<file path="src/include/aec_consts.svh">
// constants for the echoed-clock converter link: timing, fields, offsets
// assumes a 20 MHz system clock on both ends
`ifndef AEC_CONSTS_SVH
`define AEC_CONSTS_SVH

// ------------------------------------------------------------
// clock and timing figures
// ------------------------------------------------------------
`define AEC_CLK_MHZ        20
`define AEC_WAKE_PD_US     1400
`define AEC_WAKE_INT_US    8000
`define AEC_WAKE_SNZ_US    5
`define AEC_TMSB_NS        200
`define AEC_CNVH_NS        100
`define AEC_SCLK_HALF_NS   200
`define AEC_NARROW_PER_NS  500
// least times round up to whole cycles
`define AEC_CYC_NS(ns)     ((((ns) * `AEC_CLK_MHZ) + 999) / 1000)
`define AEC_CYC_US(us)     ((us) * `AEC_CLK_MHZ)

// ------------------------------------------------------------
// widths and fixed values
// ------------------------------------------------------------
`define AEC_WORD_BITS      16
`define AEC_WAKE_W         18
`define AEC_TIM_W          8
`define AEC_TEST_PAT       16'hA5A5
`define AEC_BURST_EDGES    6'h20

// ------------------------------------------------------------
// host register offsets and fields
// ------------------------------------------------------------
`define AEC_REG_CTRL       2'h0
`define AEC_REG_CMD        2'h1
`define AEC_REG_STATUS     2'h2
`define AEC_REG_DATA       2'h3
`define AEC_CTRL_LOREF     4
`define AEC_CMD_START      0
`define AEC_ST_BUSY        0
`define AEC_ST_AWAKE       1
`define AEC_ST_NEW         2
`define AEC_CTRL_RESET     5'h00

`endif

</file>
<file path="src/include/aec_pkg.sv">
// types shared by both ends of the converter link
// assumes nothing beyond the constants header
`default_nettype none
package aec_pkg;

  // ------------------------------------------------------------
  // operating modes decoded from the four mode pins
  // ------------------------------------------------------------
  typedef enum logic [2:0] {
    AEC_MD_PD      = 3'b000,
    AEC_MD_ACT     = 3'b001,
    AEC_MD_SNOOZE  = 3'b010,
    AEC_MD_TEST    = 3'b011,
    AEC_MD_INVALID = 3'b100
  } aec_mode_t;

  // pins ordered {cm, bw, hi, lo}
  function automatic aec_mode_t aec_mode_f(input logic [3:0] pins);
    aec_mode_t m;
    m = AEC_MD_ACT;
    if (pins[2:0] == 3'b000) m = AEC_MD_PD;
    else if (pins[1:0] == 2'b11) m = AEC_MD_SNOOZE;
    else if (pins[2:0] == 3'b100) m = pins[3] ? AEC_MD_INVALID : AEC_MD_TEST;
    return m;
  endfunction

  // awake means the link and converter may run
  function automatic logic aec_awake_f(input aec_mode_t m);
    return (m == AEC_MD_ACT) || (m == AEC_MD_TEST);
  endfunction

endpackage
`default_nettype wire

</file>
<file path="src/include/aec_link_if.sv">
// link between converter end and host end: start, clocks, data, mode pins
// assumes the bench joins both ends through this interface
`timescale 1ns/1ns
`default_nettype none
interface aec_link_if;
  logic conversion_start;
  logic serial_clk;
  logic echoed_clock_out;
  logic serial_data;
  logic ref_mode_sel_lo;
  logic ref_mode_sel_hi;
  logic bandwidth_sel;
  logic cm_output_enable;
  logic low_reference_input;

  modport dev (
    input  conversion_start, serial_clk, ref_mode_sel_lo, ref_mode_sel_hi,
    input  bandwidth_sel, cm_output_enable, low_reference_input,
    output echoed_clock_out, serial_data
  );

  modport host (
    output conversion_start, serial_clk, ref_mode_sel_lo, ref_mode_sel_hi,
    output bandwidth_sel, cm_output_enable, low_reference_input,
    input  echoed_clock_out, serial_data
  );
endinterface
`default_nettype wire

</file>
<file path="src/core/aec_host_end.sv">
// host end: drives mode pins and start, bursts the serial clock,
// shifts the echoed data in; software reaches it over a plain port
// assumes the echoed clock and data arrive from another domain
`timescale 1ns/1ns
`default_nettype none
`include "aec_consts.svh"

module aec_host_end
  import aec_pkg::*;
#(
  parameter int WAKE_PD_CYC  = `AEC_CYC_US(`AEC_WAKE_PD_US),
  parameter int WAKE_INT_CYC = `AEC_CYC_US(`AEC_WAKE_INT_US),
  parameter int W            = `AEC_WORD_BITS
) (
  input  wire logic         clk,
  input  wire logic         reset_n,
  aec_link_if.host          link,
  input  wire logic [1:0]   reg_addr,
  input  wire logic [W-1:0] reg_wdata,
  input  wire logic         reg_wr,
  input  wire logic         reg_rd,
  output logic [W-1:0]      reg_rdata
);

  // ------------------------------------------------------------
  // timing counts
  // ------------------------------------------------------------
  localparam int WAKE_SNZ_CYC = `AEC_CYC_US(`AEC_WAKE_SNZ_US);
  localparam int TMSB_CYC     = `AEC_CYC_NS(`AEC_TMSB_NS);
  localparam int CNVH_CYC     = `AEC_CYC_NS(`AEC_CNVH_NS);
  localparam int HALF_CYC     = `AEC_CYC_NS(`AEC_SCLK_HALF_NS);
  localparam int NPER_CYC     = `AEC_CYC_NS(`AEC_NARROW_PER_NS);
  localparam int WW           = `AEC_WAKE_W;
  localparam int TW           = `AEC_TIM_W;

  typedef enum logic [1:0] {
    ST_IDLE  = 2'b00,
    ST_START = 2'b01,
    ST_MSB   = 2'b10,
    ST_BURST = 2'b11
  } aec_hst_t;

  // ------------------------------------------------------------
  // mode pins and wake timer
  // ------------------------------------------------------------
  logic [3:0]    pins_now;
  aec_mode_t     mode_old;
  aec_mode_t     mode_new;
  logic [WW-1:0] wake_q;
  logic          awake;
  logic          wr_ctrl;
  logic          int_new;

  assign pins_now = {link.cm_output_enable, link.bandwidth_sel,
                     link.ref_mode_sel_hi, link.ref_mode_sel_lo};
  assign mode_old = aec_mode_f(pins_now);
  assign mode_new = aec_mode_f(reg_wdata[3:0]);
  assign wr_ctrl  = reg_wr && (reg_addr == `AEC_REG_CTRL);
  assign int_new  = reg_wdata[0] & ~reg_wdata[1] & reg_wdata[`AEC_CTRL_LOREF];
  assign awake    = aec_awake_f(mode_old) && (wake_q == '0);

  // pins start in power-down and change only by software
  always_ff @(posedge clk or negedge reset_n) begin
    if (!reset_n) begin
      {link.low_reference_input, link.cm_output_enable, link.bandwidth_sel,
       link.ref_mode_sel_hi, link.ref_mode_sel_lo} <= `AEC_CTRL_RESET;
    end else if (wr_ctrl) begin
      {link.low_reference_input, link.cm_output_enable, link.bandwidth_sel,
       link.ref_mode_sel_hi, link.ref_mode_sel_lo} <= reg_wdata[4:0];
    end
  end

  always_ff @(posedge clk or negedge reset_n) begin
    if (!reset_n) begin
      wake_q <= '0;
    end else if (wr_ctrl && !aec_awake_f(mode_new)) begin
      wake_q <= '0;
    end else if (wr_ctrl && mode_old == AEC_MD_PD) begin
      wake_q <= int_new ? WW'(WAKE_INT_CYC) : WW'(WAKE_PD_CYC);
    end else if (wr_ctrl && mode_old == AEC_MD_SNOOZE) begin
      wake_q <= int_new ? WW'(WAKE_INT_CYC) : WW'(WAKE_SNZ_CYC);
    end else if (wake_q != '0) begin
      wake_q <= wake_q - 1'b1;
    end
  end

  // ------------------------------------------------------------
  // frame sequencer
  // ------------------------------------------------------------
  aec_hst_t      st_q;
  logic [TW-1:0] tim_q;
  logic [TW-1:0] per_q;
  logic [5:0]    edges_q;
  logic          go;

  // narrow bandwidth spacing enforced by per_q
  assign go = reg_wr && (reg_addr == `AEC_REG_CMD) &&
              reg_wdata[`AEC_CMD_START] && (st_q == ST_IDLE) &&
              awake && (per_q == '0);

  // start pulse, msb wait and clock burst
  always_ff @(posedge clk or negedge reset_n) begin
    if (!reset_n) begin
      st_q                  <= ST_IDLE;
      tim_q                 <= '0;
      per_q                 <= '0;
      edges_q               <= 6'h00;
      link.conversion_start <= 1'b0;
      link.serial_clk       <= 1'b0;
    end else begin
      if (per_q != '0) per_q <= per_q - 1'b1;
      if (tim_q != '0) tim_q <= tim_q - 1'b1;
      case (st_q)
        ST_IDLE: begin
          if (go) begin
            st_q                  <= ST_START;
            tim_q                 <= TW'(CNVH_CYC - 1);
            per_q                 <= link.bandwidth_sel ? TW'(NPER_CYC - 1) : '0;
            link.conversion_start <= 1'b1;
          end
        end
        ST_START: begin
          // start high for a bounded time
          if (tim_q == '0) begin
            st_q                  <= ST_MSB;
            tim_q                 <= TW'(TMSB_CYC - 1);
            link.conversion_start <= 1'b0;
          end
        end
        ST_MSB: begin
          if (tim_q == '0) begin
            st_q    <= ST_BURST;
            tim_q   <= TW'(HALF_CYC - 1);
            edges_q <= 6'h00;
          end
        end
        ST_BURST: begin
          if (edges_q == `AEC_BURST_EDGES) begin
            st_q            <= ST_IDLE;
            link.serial_clk <= 1'b0;
          end else if (tim_q == '0) begin
            link.serial_clk <= ~link.serial_clk;
            edges_q         <= edges_q + 1'b1;
            tim_q           <= TW'(HALF_CYC - 1);
          end
        end
        default: begin
          // unknown state: back to idle, clock low
          st_q            <= ST_IDLE;
          link.serial_clk <= 1'b0;
        end
      endcase
    end
  end

  // ------------------------------------------------------------
  // capture of echoed data
  // ------------------------------------------------------------
  logic [1:0]   echo_s1_q;
  logic [1:0]   echo_s2_q;
  logic         echo_s3_q;
  logic [W-1:0] shin_q;
  logic [4:0]   cap_q;
  logic [W-1:0] result_q;
  logic         new_q;
  logic         rd_data;

  assign rd_data = reg_rd && (reg_addr == `AEC_REG_DATA);

  // {data, echo} synchronisers
  always_ff @(posedge clk or negedge reset_n) begin
    if (!reset_n) begin
      echo_s1_q <= 2'h0;
      echo_s2_q <= 2'h0;
      echo_s3_q <= 1'b0;
    end else begin
      echo_s1_q <= {link.serial_data, link.echoed_clock_out};
      echo_s2_q <= echo_s1_q;
      echo_s3_q <= echo_s2_q[0];
    end
  end

  always_ff @(posedge clk or negedge reset_n) begin
    if (!reset_n) begin
      shin_q   <= '0;
      cap_q    <= 5'h00;
      result_q <= '0;
      new_q    <= 1'b0;
    end else begin
      if (st_q == ST_START) begin
        cap_q <= 5'h00;
      end else if (echo_s2_q[0] && !echo_s3_q && cap_q != 5'(W)) begin
        shin_q <= {shin_q[W-2:0], echo_s2_q[1]};
        cap_q  <= cap_q + 1'b1;
      end
      // set wins over the clear by read
      if (cap_q == 5'(W - 1) && echo_s2_q[0] && !echo_s3_q) begin
        result_q <= {shin_q[W-2:0], echo_s2_q[1]};
        new_q    <= 1'b1;
      end else if (rd_data) begin
        new_q <= 1'b0;
      end
    end
  end

  // read data one cycle after the strobe
  always_ff @(posedge clk or negedge reset_n) begin
    if (!reset_n) begin
      reg_rdata <= '0;
    end else if (reg_rd) begin
      case (reg_addr)
        `AEC_REG_CTRL:   reg_rdata <= W'({link.low_reference_input, pins_now});
        `AEC_REG_STATUS: reg_rdata <= W'({new_q, awake, st_q != ST_IDLE});
        `AEC_REG_DATA:   reg_rdata <= result_q;
        default:         reg_rdata <= '0;
      endcase
    end else begin
      reg_rdata <= '0;
    end
  end

endmodule
`default_nettype wire

</file>
<file path="src/flat_wrapper.sv">
// flat-port wrapper written by rule: the top's interface ports become plain ports
module aec_host_end_flat import aec_pkg::*;
#(
  parameter int WAKE_PD_CYC  = `AEC_CYC_US(`AEC_WAKE_PD_US),
  parameter int WAKE_INT_CYC = `AEC_CYC_US(`AEC_WAKE_INT_US),
  parameter int W            = `AEC_WORD_BITS
)
  (clk, reset_n, reg_addr, reg_wdata, reg_wr, reg_rd, reg_rdata, link_conversion_start, link_serial_clk, link_ref_mode_sel_lo, link_ref_mode_sel_hi, link_bandwidth_sel, link_cm_output_enable, link_low_reference_input, link_echoed_clock_out, link_serial_data);
  aec_link_if link_i ();
  input  wire logic clk;
  input  wire logic reset_n;
  input  wire logic [1:0] reg_addr;
  input  wire logic [W-1:0] reg_wdata;
  input  wire logic reg_wr;
  input  wire logic reg_rd;
  output logic [W-1:0] reg_rdata;
  output wire logic [$bits(link_i.conversion_start)-1:0] link_conversion_start;
  output wire logic [$bits(link_i.serial_clk)-1:0] link_serial_clk;
  output wire logic [$bits(link_i.ref_mode_sel_lo)-1:0] link_ref_mode_sel_lo;
  output wire logic [$bits(link_i.ref_mode_sel_hi)-1:0] link_ref_mode_sel_hi;
  output wire logic [$bits(link_i.bandwidth_sel)-1:0] link_bandwidth_sel;
  output wire logic [$bits(link_i.cm_output_enable)-1:0] link_cm_output_enable;
  output wire logic [$bits(link_i.low_reference_input)-1:0] link_low_reference_input;
  input wire logic [$bits(link_i.echoed_clock_out)-1:0] link_echoed_clock_out;
  input wire logic [$bits(link_i.serial_data)-1:0] link_serial_data;
  assign link_conversion_start = link_i.conversion_start;
  assign link_serial_clk = link_i.serial_clk;
  assign link_ref_mode_sel_lo = link_i.ref_mode_sel_lo;
  assign link_ref_mode_sel_hi = link_i.ref_mode_sel_hi;
  assign link_bandwidth_sel = link_i.bandwidth_sel;
  assign link_cm_output_enable = link_i.cm_output_enable;
  assign link_low_reference_input = link_i.low_reference_input;
  assign link_i.echoed_clock_out = link_echoed_clock_out;
  assign link_i.serial_data = link_serial_data;
  aec_host_end #(.WAKE_PD_CYC(WAKE_PD_CYC), .WAKE_INT_CYC(WAKE_INT_CYC), .W(W)) u_core (.clk(clk), .reset_n(reset_n), .link(link_i), .reg_addr(reg_addr), .reg_wdata(reg_wdata), .reg_wr(reg_wr), .reg_rd(reg_rd), .reg_rdata(reg_rdata));
endmodule
</file>
<file path="config.mk">
export PLATFORM = sky130hd
export DESIGN_NAME = aec_host_end_flat
export DESIGN_NICKNAME = d
export VERILOG_FILES = /design/src/include/aec_pkg.sv /design/src/include/aec_link_if.sv /design/src/core/aec_host_end.sv /design/src/flat_wrapper.sv
export VERILOG_INCLUDE_DIRS = /design/src /design/src/include
export SDC_FILE = /design/constraint.sdc
export NUM_CORES = 1
export LEC_CHECK = 0
export ABC_AREA = 0
export BUFFER_PORTS_ARGS = -buffer_cell sky130_fd_sc_hd__buf_4
export CORE_UTILIZATION = 30
export DETAILED_ROUTE_END_ITERATION = 10
export REMOVE_ABC_BUFFERS = 1
export SLEW_MARGIN = 10
export SYNTH_ARGS = -nofsm -noshare
export SYNTH_HDL_FRONTEND = slang
export SYNTH_SLANG_ARGS = --single-unit
</file>
<file path="constraint.sdc">
create_clock -name clk -period 2.5 [get_ports clk]
set_input_delay 0.5 -clock clk [delete_from_list [all_inputs] [get_ports clk]]
set_output_delay 0.5 -clock clk [all_outputs]
set_load 0.1 [all_outputs]
</file>
# Word level (Yosys, flattened, before mapping)
# Cells that the tools add are included.
# Widths: inputs -> output; s select.
totals:
  ff_bits: 107
  latchBits: 0
  ram_bits: 0
  romBits: 0
  output_inout_bits: 23
  memories: 0
op_classes:
  n_addsub: 5
  multipliers: 0
  div_mod_pow: 0
  magnitude_cmp: 0
  eq_ne: 24
  shifts: 0
  n_mux: 43
  bitwise: 5
  reduce_logical: 43
op_table:
  columns: ["operator", "n"]
  rows:
  - ["$mux 18", 6]
  - ["$mux 8", 7]
  - ["$pmux 16 s3", 1]
  - ["$mux 3", 8]
  - ["$pmux 8 s3", 1]
  - ["$logic_not 18->1", 1]
  - ["$mux 6", 3]
  - ["$reduce_bool 18->1", 1]
  - ["$sub 18x1->18 const B", 1]
  - ["$logic_not 8->1", 2]
  - ["$mux 16", 1]
  - ["$reduce_bool 8->1", 2]
  - ["$sub 8x1->8 const B", 2]
  - ["$logic_and 1x1->1", 15]
  - ["$eq 2x2->1 const B", 6]
  - ["$pmux 6 s2", 1]
  - ["$reduce_bool 2->1", 6]
  - ["$mux 5", 2]
  - ["$ne 2x1->1 const B", 5]
  - ["$eq 3x2->1 const B", 3]
  - ["$logic_not 3->1", 3]
  - ["$mux 2", 4]
  - ["$pmux 2 s4", 1]
  - ["$reduce_and 4->1", 2]
  - ["other kinds (21)", 36]

# Depth between registers and ports, before layout
logic_depth:
  word_depth: 11
  mapped_depth: 9
  mapped_depth_nobuf: 8

# Worst setup path after synthesis
# No wires, ideal clock.
synth_path:
  kind: "register to register"
  start: "reg u_core.wake_q[8]"
  end: "reg u_core.wake_q[5]"
  setup_time_ns: 0.143
  arrival_time_ns: 2.177
  required_time_ns: 2.357
  slack_ns: 0.180
  path_stages_with_launch: 8
  n_path_buf: 2
  synth_period_minus_slack_ns: 2.320
  path_cell_list: "dfrtp_1 > or4_4 > or4_1 > buf_2 > or2_0 > buf_2 > o22ai_2 > a211oi_1"
synth_via:
  elab_chain_len: 2
synth_rtl:
  columns: ["item", "line_no", "source"]
  rows:
  - ["start, declared", "aec_host_end.sv:49", "logic [WW-1:0] wake_q;"]
  - ["start signal, assigned", "aec_host_end.sv:79", "wake_q <= int_new ? WW'(WAKE_INT_CYC) : WW'(WAKE_PD_CYC);"]
  - ["start signal, assigned", "aec_host_end.sv:81", "wake_q <= int_new ? WW'(WAKE_INT_CYC) : WW'(WAKE_SNZ_CYC);"]
  - ["start signal, assigned", "aec_host_end.sv:83", "wake_q <= wake_q - 1'b1;"]
  - ["$reduce_bool 18->1", "aec_host_end.sv:82", "end else if (wake_q != '0) begin"]
  - ["$reduce_bool 4->1 (no source line)", null, null]
# No other way between the ends.
# A chain may end at the register's enable or synchronous reset.

# Worst setup path after layout
layout_path:
  start: "reg u_core.wake_q[8]"
  end: "reg u_core.tim_q[5]"
layout_via:
  elab_chain_len: 6
layout_rtl:
  columns: ["item", "line_no", "source"]
  rows:
  - ["$logic_not 18->1", "aec_host_end.sv:60", "assign awake = aec_awake_f(mode_old) && (wake_q == '0);"]
  - ["$logic_and 1x1->1", "aec_host_end.sv:60", null]
  - ["$logic_and 1x1->1 (2 in series)", "aec_host_end.sv:97", "assign go = reg_wr && (reg_addr == `AEC_REG_CMD) &&"]
  - ["$mux 8", "aec_host_end.sv:115", "if (go) begin"]
  - ["$pmux 8 s3", "aec_host_end.sv:113", "case (st_q)"]
  - ["end signal, assigned", "aec_host_end.sv:112", "if (tim_q != '0) tim_q <= tim_q - 1'b1;"]
  - ["end signal, assigned", "aec_host_end.sv:117", "tim_q <= TW'(CNVH_CYC - 1);"]
  - ["end signal, assigned", "aec_host_end.sv:126", "tim_q <= TW'(TMSB_CYC - 1);"]
  - ["end, declared", "aec_host_end.sv:91", "logic [TW-1:0] tim_q;"]
# No other way between the ends.

==> results.cfg <==
[cts]
cts_buffers = 9
root_buffer = clkbuf_16
cts_tree = built
clkTransAtPathRegs_ps = 70
cts.htree.levels = 3
cts_hold_buf = 0
clk_latency_ps = 350
cts_resized = 0
cts_setup_buffers = 0
cts.sinks = 107
clock_path_buffers = 2

[setup_path]
cpMaxStageDelayCell = or4_4
setup.worst_path.start_class = flop
cp_max_fo = 9
rr_endpoint = u_core.tim_q[5]
rrSetupSlack_ps = 160
slowest_delay_ps = 580
path_cells = or4_4, or4_4, buf_12, nor4_4, buf_4, a211o_2, nor2_1
ff2ff_path_depth = 7
path_common_cell = or4_4
crit_type = reg -> reg
worstPathArrival_ps = 2580
cp.depth = 7
required_ps = 2740
cp_top_family = simple AND/OR/NAND/NOR gates
path_buf_inv = 2
rr_startpoint = u_core.wake_q[8]
end_kind = flop

[grt]
grt_pass1_vias = 3360
gr-total-overflow = 0
antenna_found_initial = 0
grtUsageTotal = 0.120
grt_max_degree = 60
grt_pass1_wl_um = 16000

[yosys]
yosys.area.top_type = dfrtp_1
synth-edff-count = 0
syn_area_um2 = 4990
yosysTopAreaCellShare = 0.536
synth.distinct_cells = 56
synth_area_leaders = dfrtp_1 54%, mux2_2 7.2%, ha_1 4.3%, nand2_1 3.2%, xnor2_1 3.2%
async_reset_ff_frac = 1.00
ys_seq_area_frac = 0.536
synth_flop_cell = dfrtp_1
yosys_warnings = 0
synth.most_common_cell = dfrtp_1
synth_seq_cells = 107
syn_avg_cell_area_um2 = 10.9
synthCells = 457
ys_top_cells_by_count = 107 x dfrtp_1, 43 x nand2_1, 41 x nor2_1

[die]
die_area_um2 = 17200
dieWidth_um = 131
coreArea_um2 = 16100
start_util = 0.311
die_h_um = 131
num_rows = 46
ios = 47

[outcome]
status = finished, final reports clean

[hold_path]
hold_class = in -> async

[timing]
slew_viol_final = 0
fmax_mhz = 428
rsz0062_at_grt = false
finalCriticalPeriod_ps = 2340
max_slew_margin = 0.664
finalSetupTns_ps = 0
post-route-period-util = 0.935
setup_viol = 0
finalHoldViolations = 0
tightest_slew_ps = 501
fin_skew_ps = 4.75

[final_layout]
nets = 551
multiInputGateArea_um2 = 2190
synthToLayoutAreaGrowth_pct = 19.1
diodes = 0
fin_util = 0.371
drive_above_1_share = 0.225
fill_cells = 1549
regArea_um2 = 2680

[power_and_ir_drop]
ir_drop_mv = 0.327
leakage_uw = 0.00281
power.density_nw_per_um2 = 809

[placement]
io_buffers = 35
dpl.hpwl_um = 6660
place.gp.congestion = 0.796

[detailed_routing]
drt-initial-drc-count = 212
wl_um = 9430
avgRoutedWirePerCell_um = 12.9
ant_nets = 0
vias_per_cell = 4.71
via_count = 3443
drc = 0
dr.pass1.iters = 4

[job]
cap_violations = 0
## metal layers
metal / track usage / part of all wire / up-vias
met5: 0 / 0 / -
met4: 0.0609 / 0.023 / 0
met3: 0.0261 / 0.041 / 15
met2: 0.186 / 0.46 / 62
met1: 0.158 / 0.48 / 1670
li1: - / - / 1696
## sequential cells by signal, indices dropped and copies added, names as in the netlist, 2 cells and up
name              count
u_core.wake_q        18
u_core.result_q      16
u_core.shin_q        15
u_core.reg_rdata     16
u_core.st_q           2
u_core.edges_q        6
u_core.cap_q          5
u_core.echo_s1_q      2
u_core.tim_q          8
u_core.per_q          8
u_core.echo_s2_q      2
## how the worst max path moves through the flow
stage / from / to / slack [ps]
finish: u_core.wake_q[8] / u_core.tim_q[5] / 160
global placement: u_core.wake_q[8] / u_core.tim_q[7] / 150
detailed placement: u_core.wake_q[1] / u_core.tim_q[5] / 100
floorplan: u_core.wake_q[8] / u_core.wake_q[5] / 140
global route: u_core.wake_q[8] / u_core.st_q[1] / 50
CTS: u_core.wake_q[1] / u_core.tim_q[5] / 90
## cells in the final DEF (no fill, tap or decap), drive strengths merged, types with 3 or more instances in the layout
master  instances
a21o            4
a21oi          16
nor2           41
nor2b           6
a22o            6
nor4b           6
inv            24
ha             17
buf            54
nand4           6
xnor2          18
dfrtp         107
or3             4
nand2          44
clkbuf         10
nand3           9
nor4            5
mux2           32
or4             6
xor2           10
or2             4
and2           15
a211oi          4
o22ai           3
o21ai          20
o211ai          4
nor3           10
nor3b           3
## power by group
| part | switching [uW] | internal, uW |
|---|---|---|
| registers | 252 | 2040 |
| logic | 597 | 502 |
| clock network | 641 | 788 |
## through the flow
step | power [uW] | area, um^2 | std cells | worst slack (ps) | hold slack (ps)
after global routing | 5100 | 5950 | 731 | 51.3 | 82.4
after CTS | 4880 | 5950 | 731 | 88.9 | 73.0
final | 4820 | 5950 | 731 | 163 | 59.0
after floorplan | 3050 | 4950 | 445 | 140 | 204
after detailed placement | 3420 | 5650 | 715 | 102 | 336
after global placement | 3380 | 5650 | 715 | 145 | 333
## final cells by class
type	count	area share
timing repair buffer	54	0.0723
inverter	21	0.0132
clock inverter	6	0.0118
tap	216	0.0454
sequential	107	0.450
multi-input combinational	317	0.369
clock buffer	10	0.0385
## logic make-up after synthesis
group	share of synthesized area
xor+xnor	0.0491
compound gates	0.0940
buf+inv	0.0253
mux	0.0762
fa+ha+maj	0.0426
flops	0.536
simple gates	0.177
Note: power is estimated with default switching activity, not from simulation.
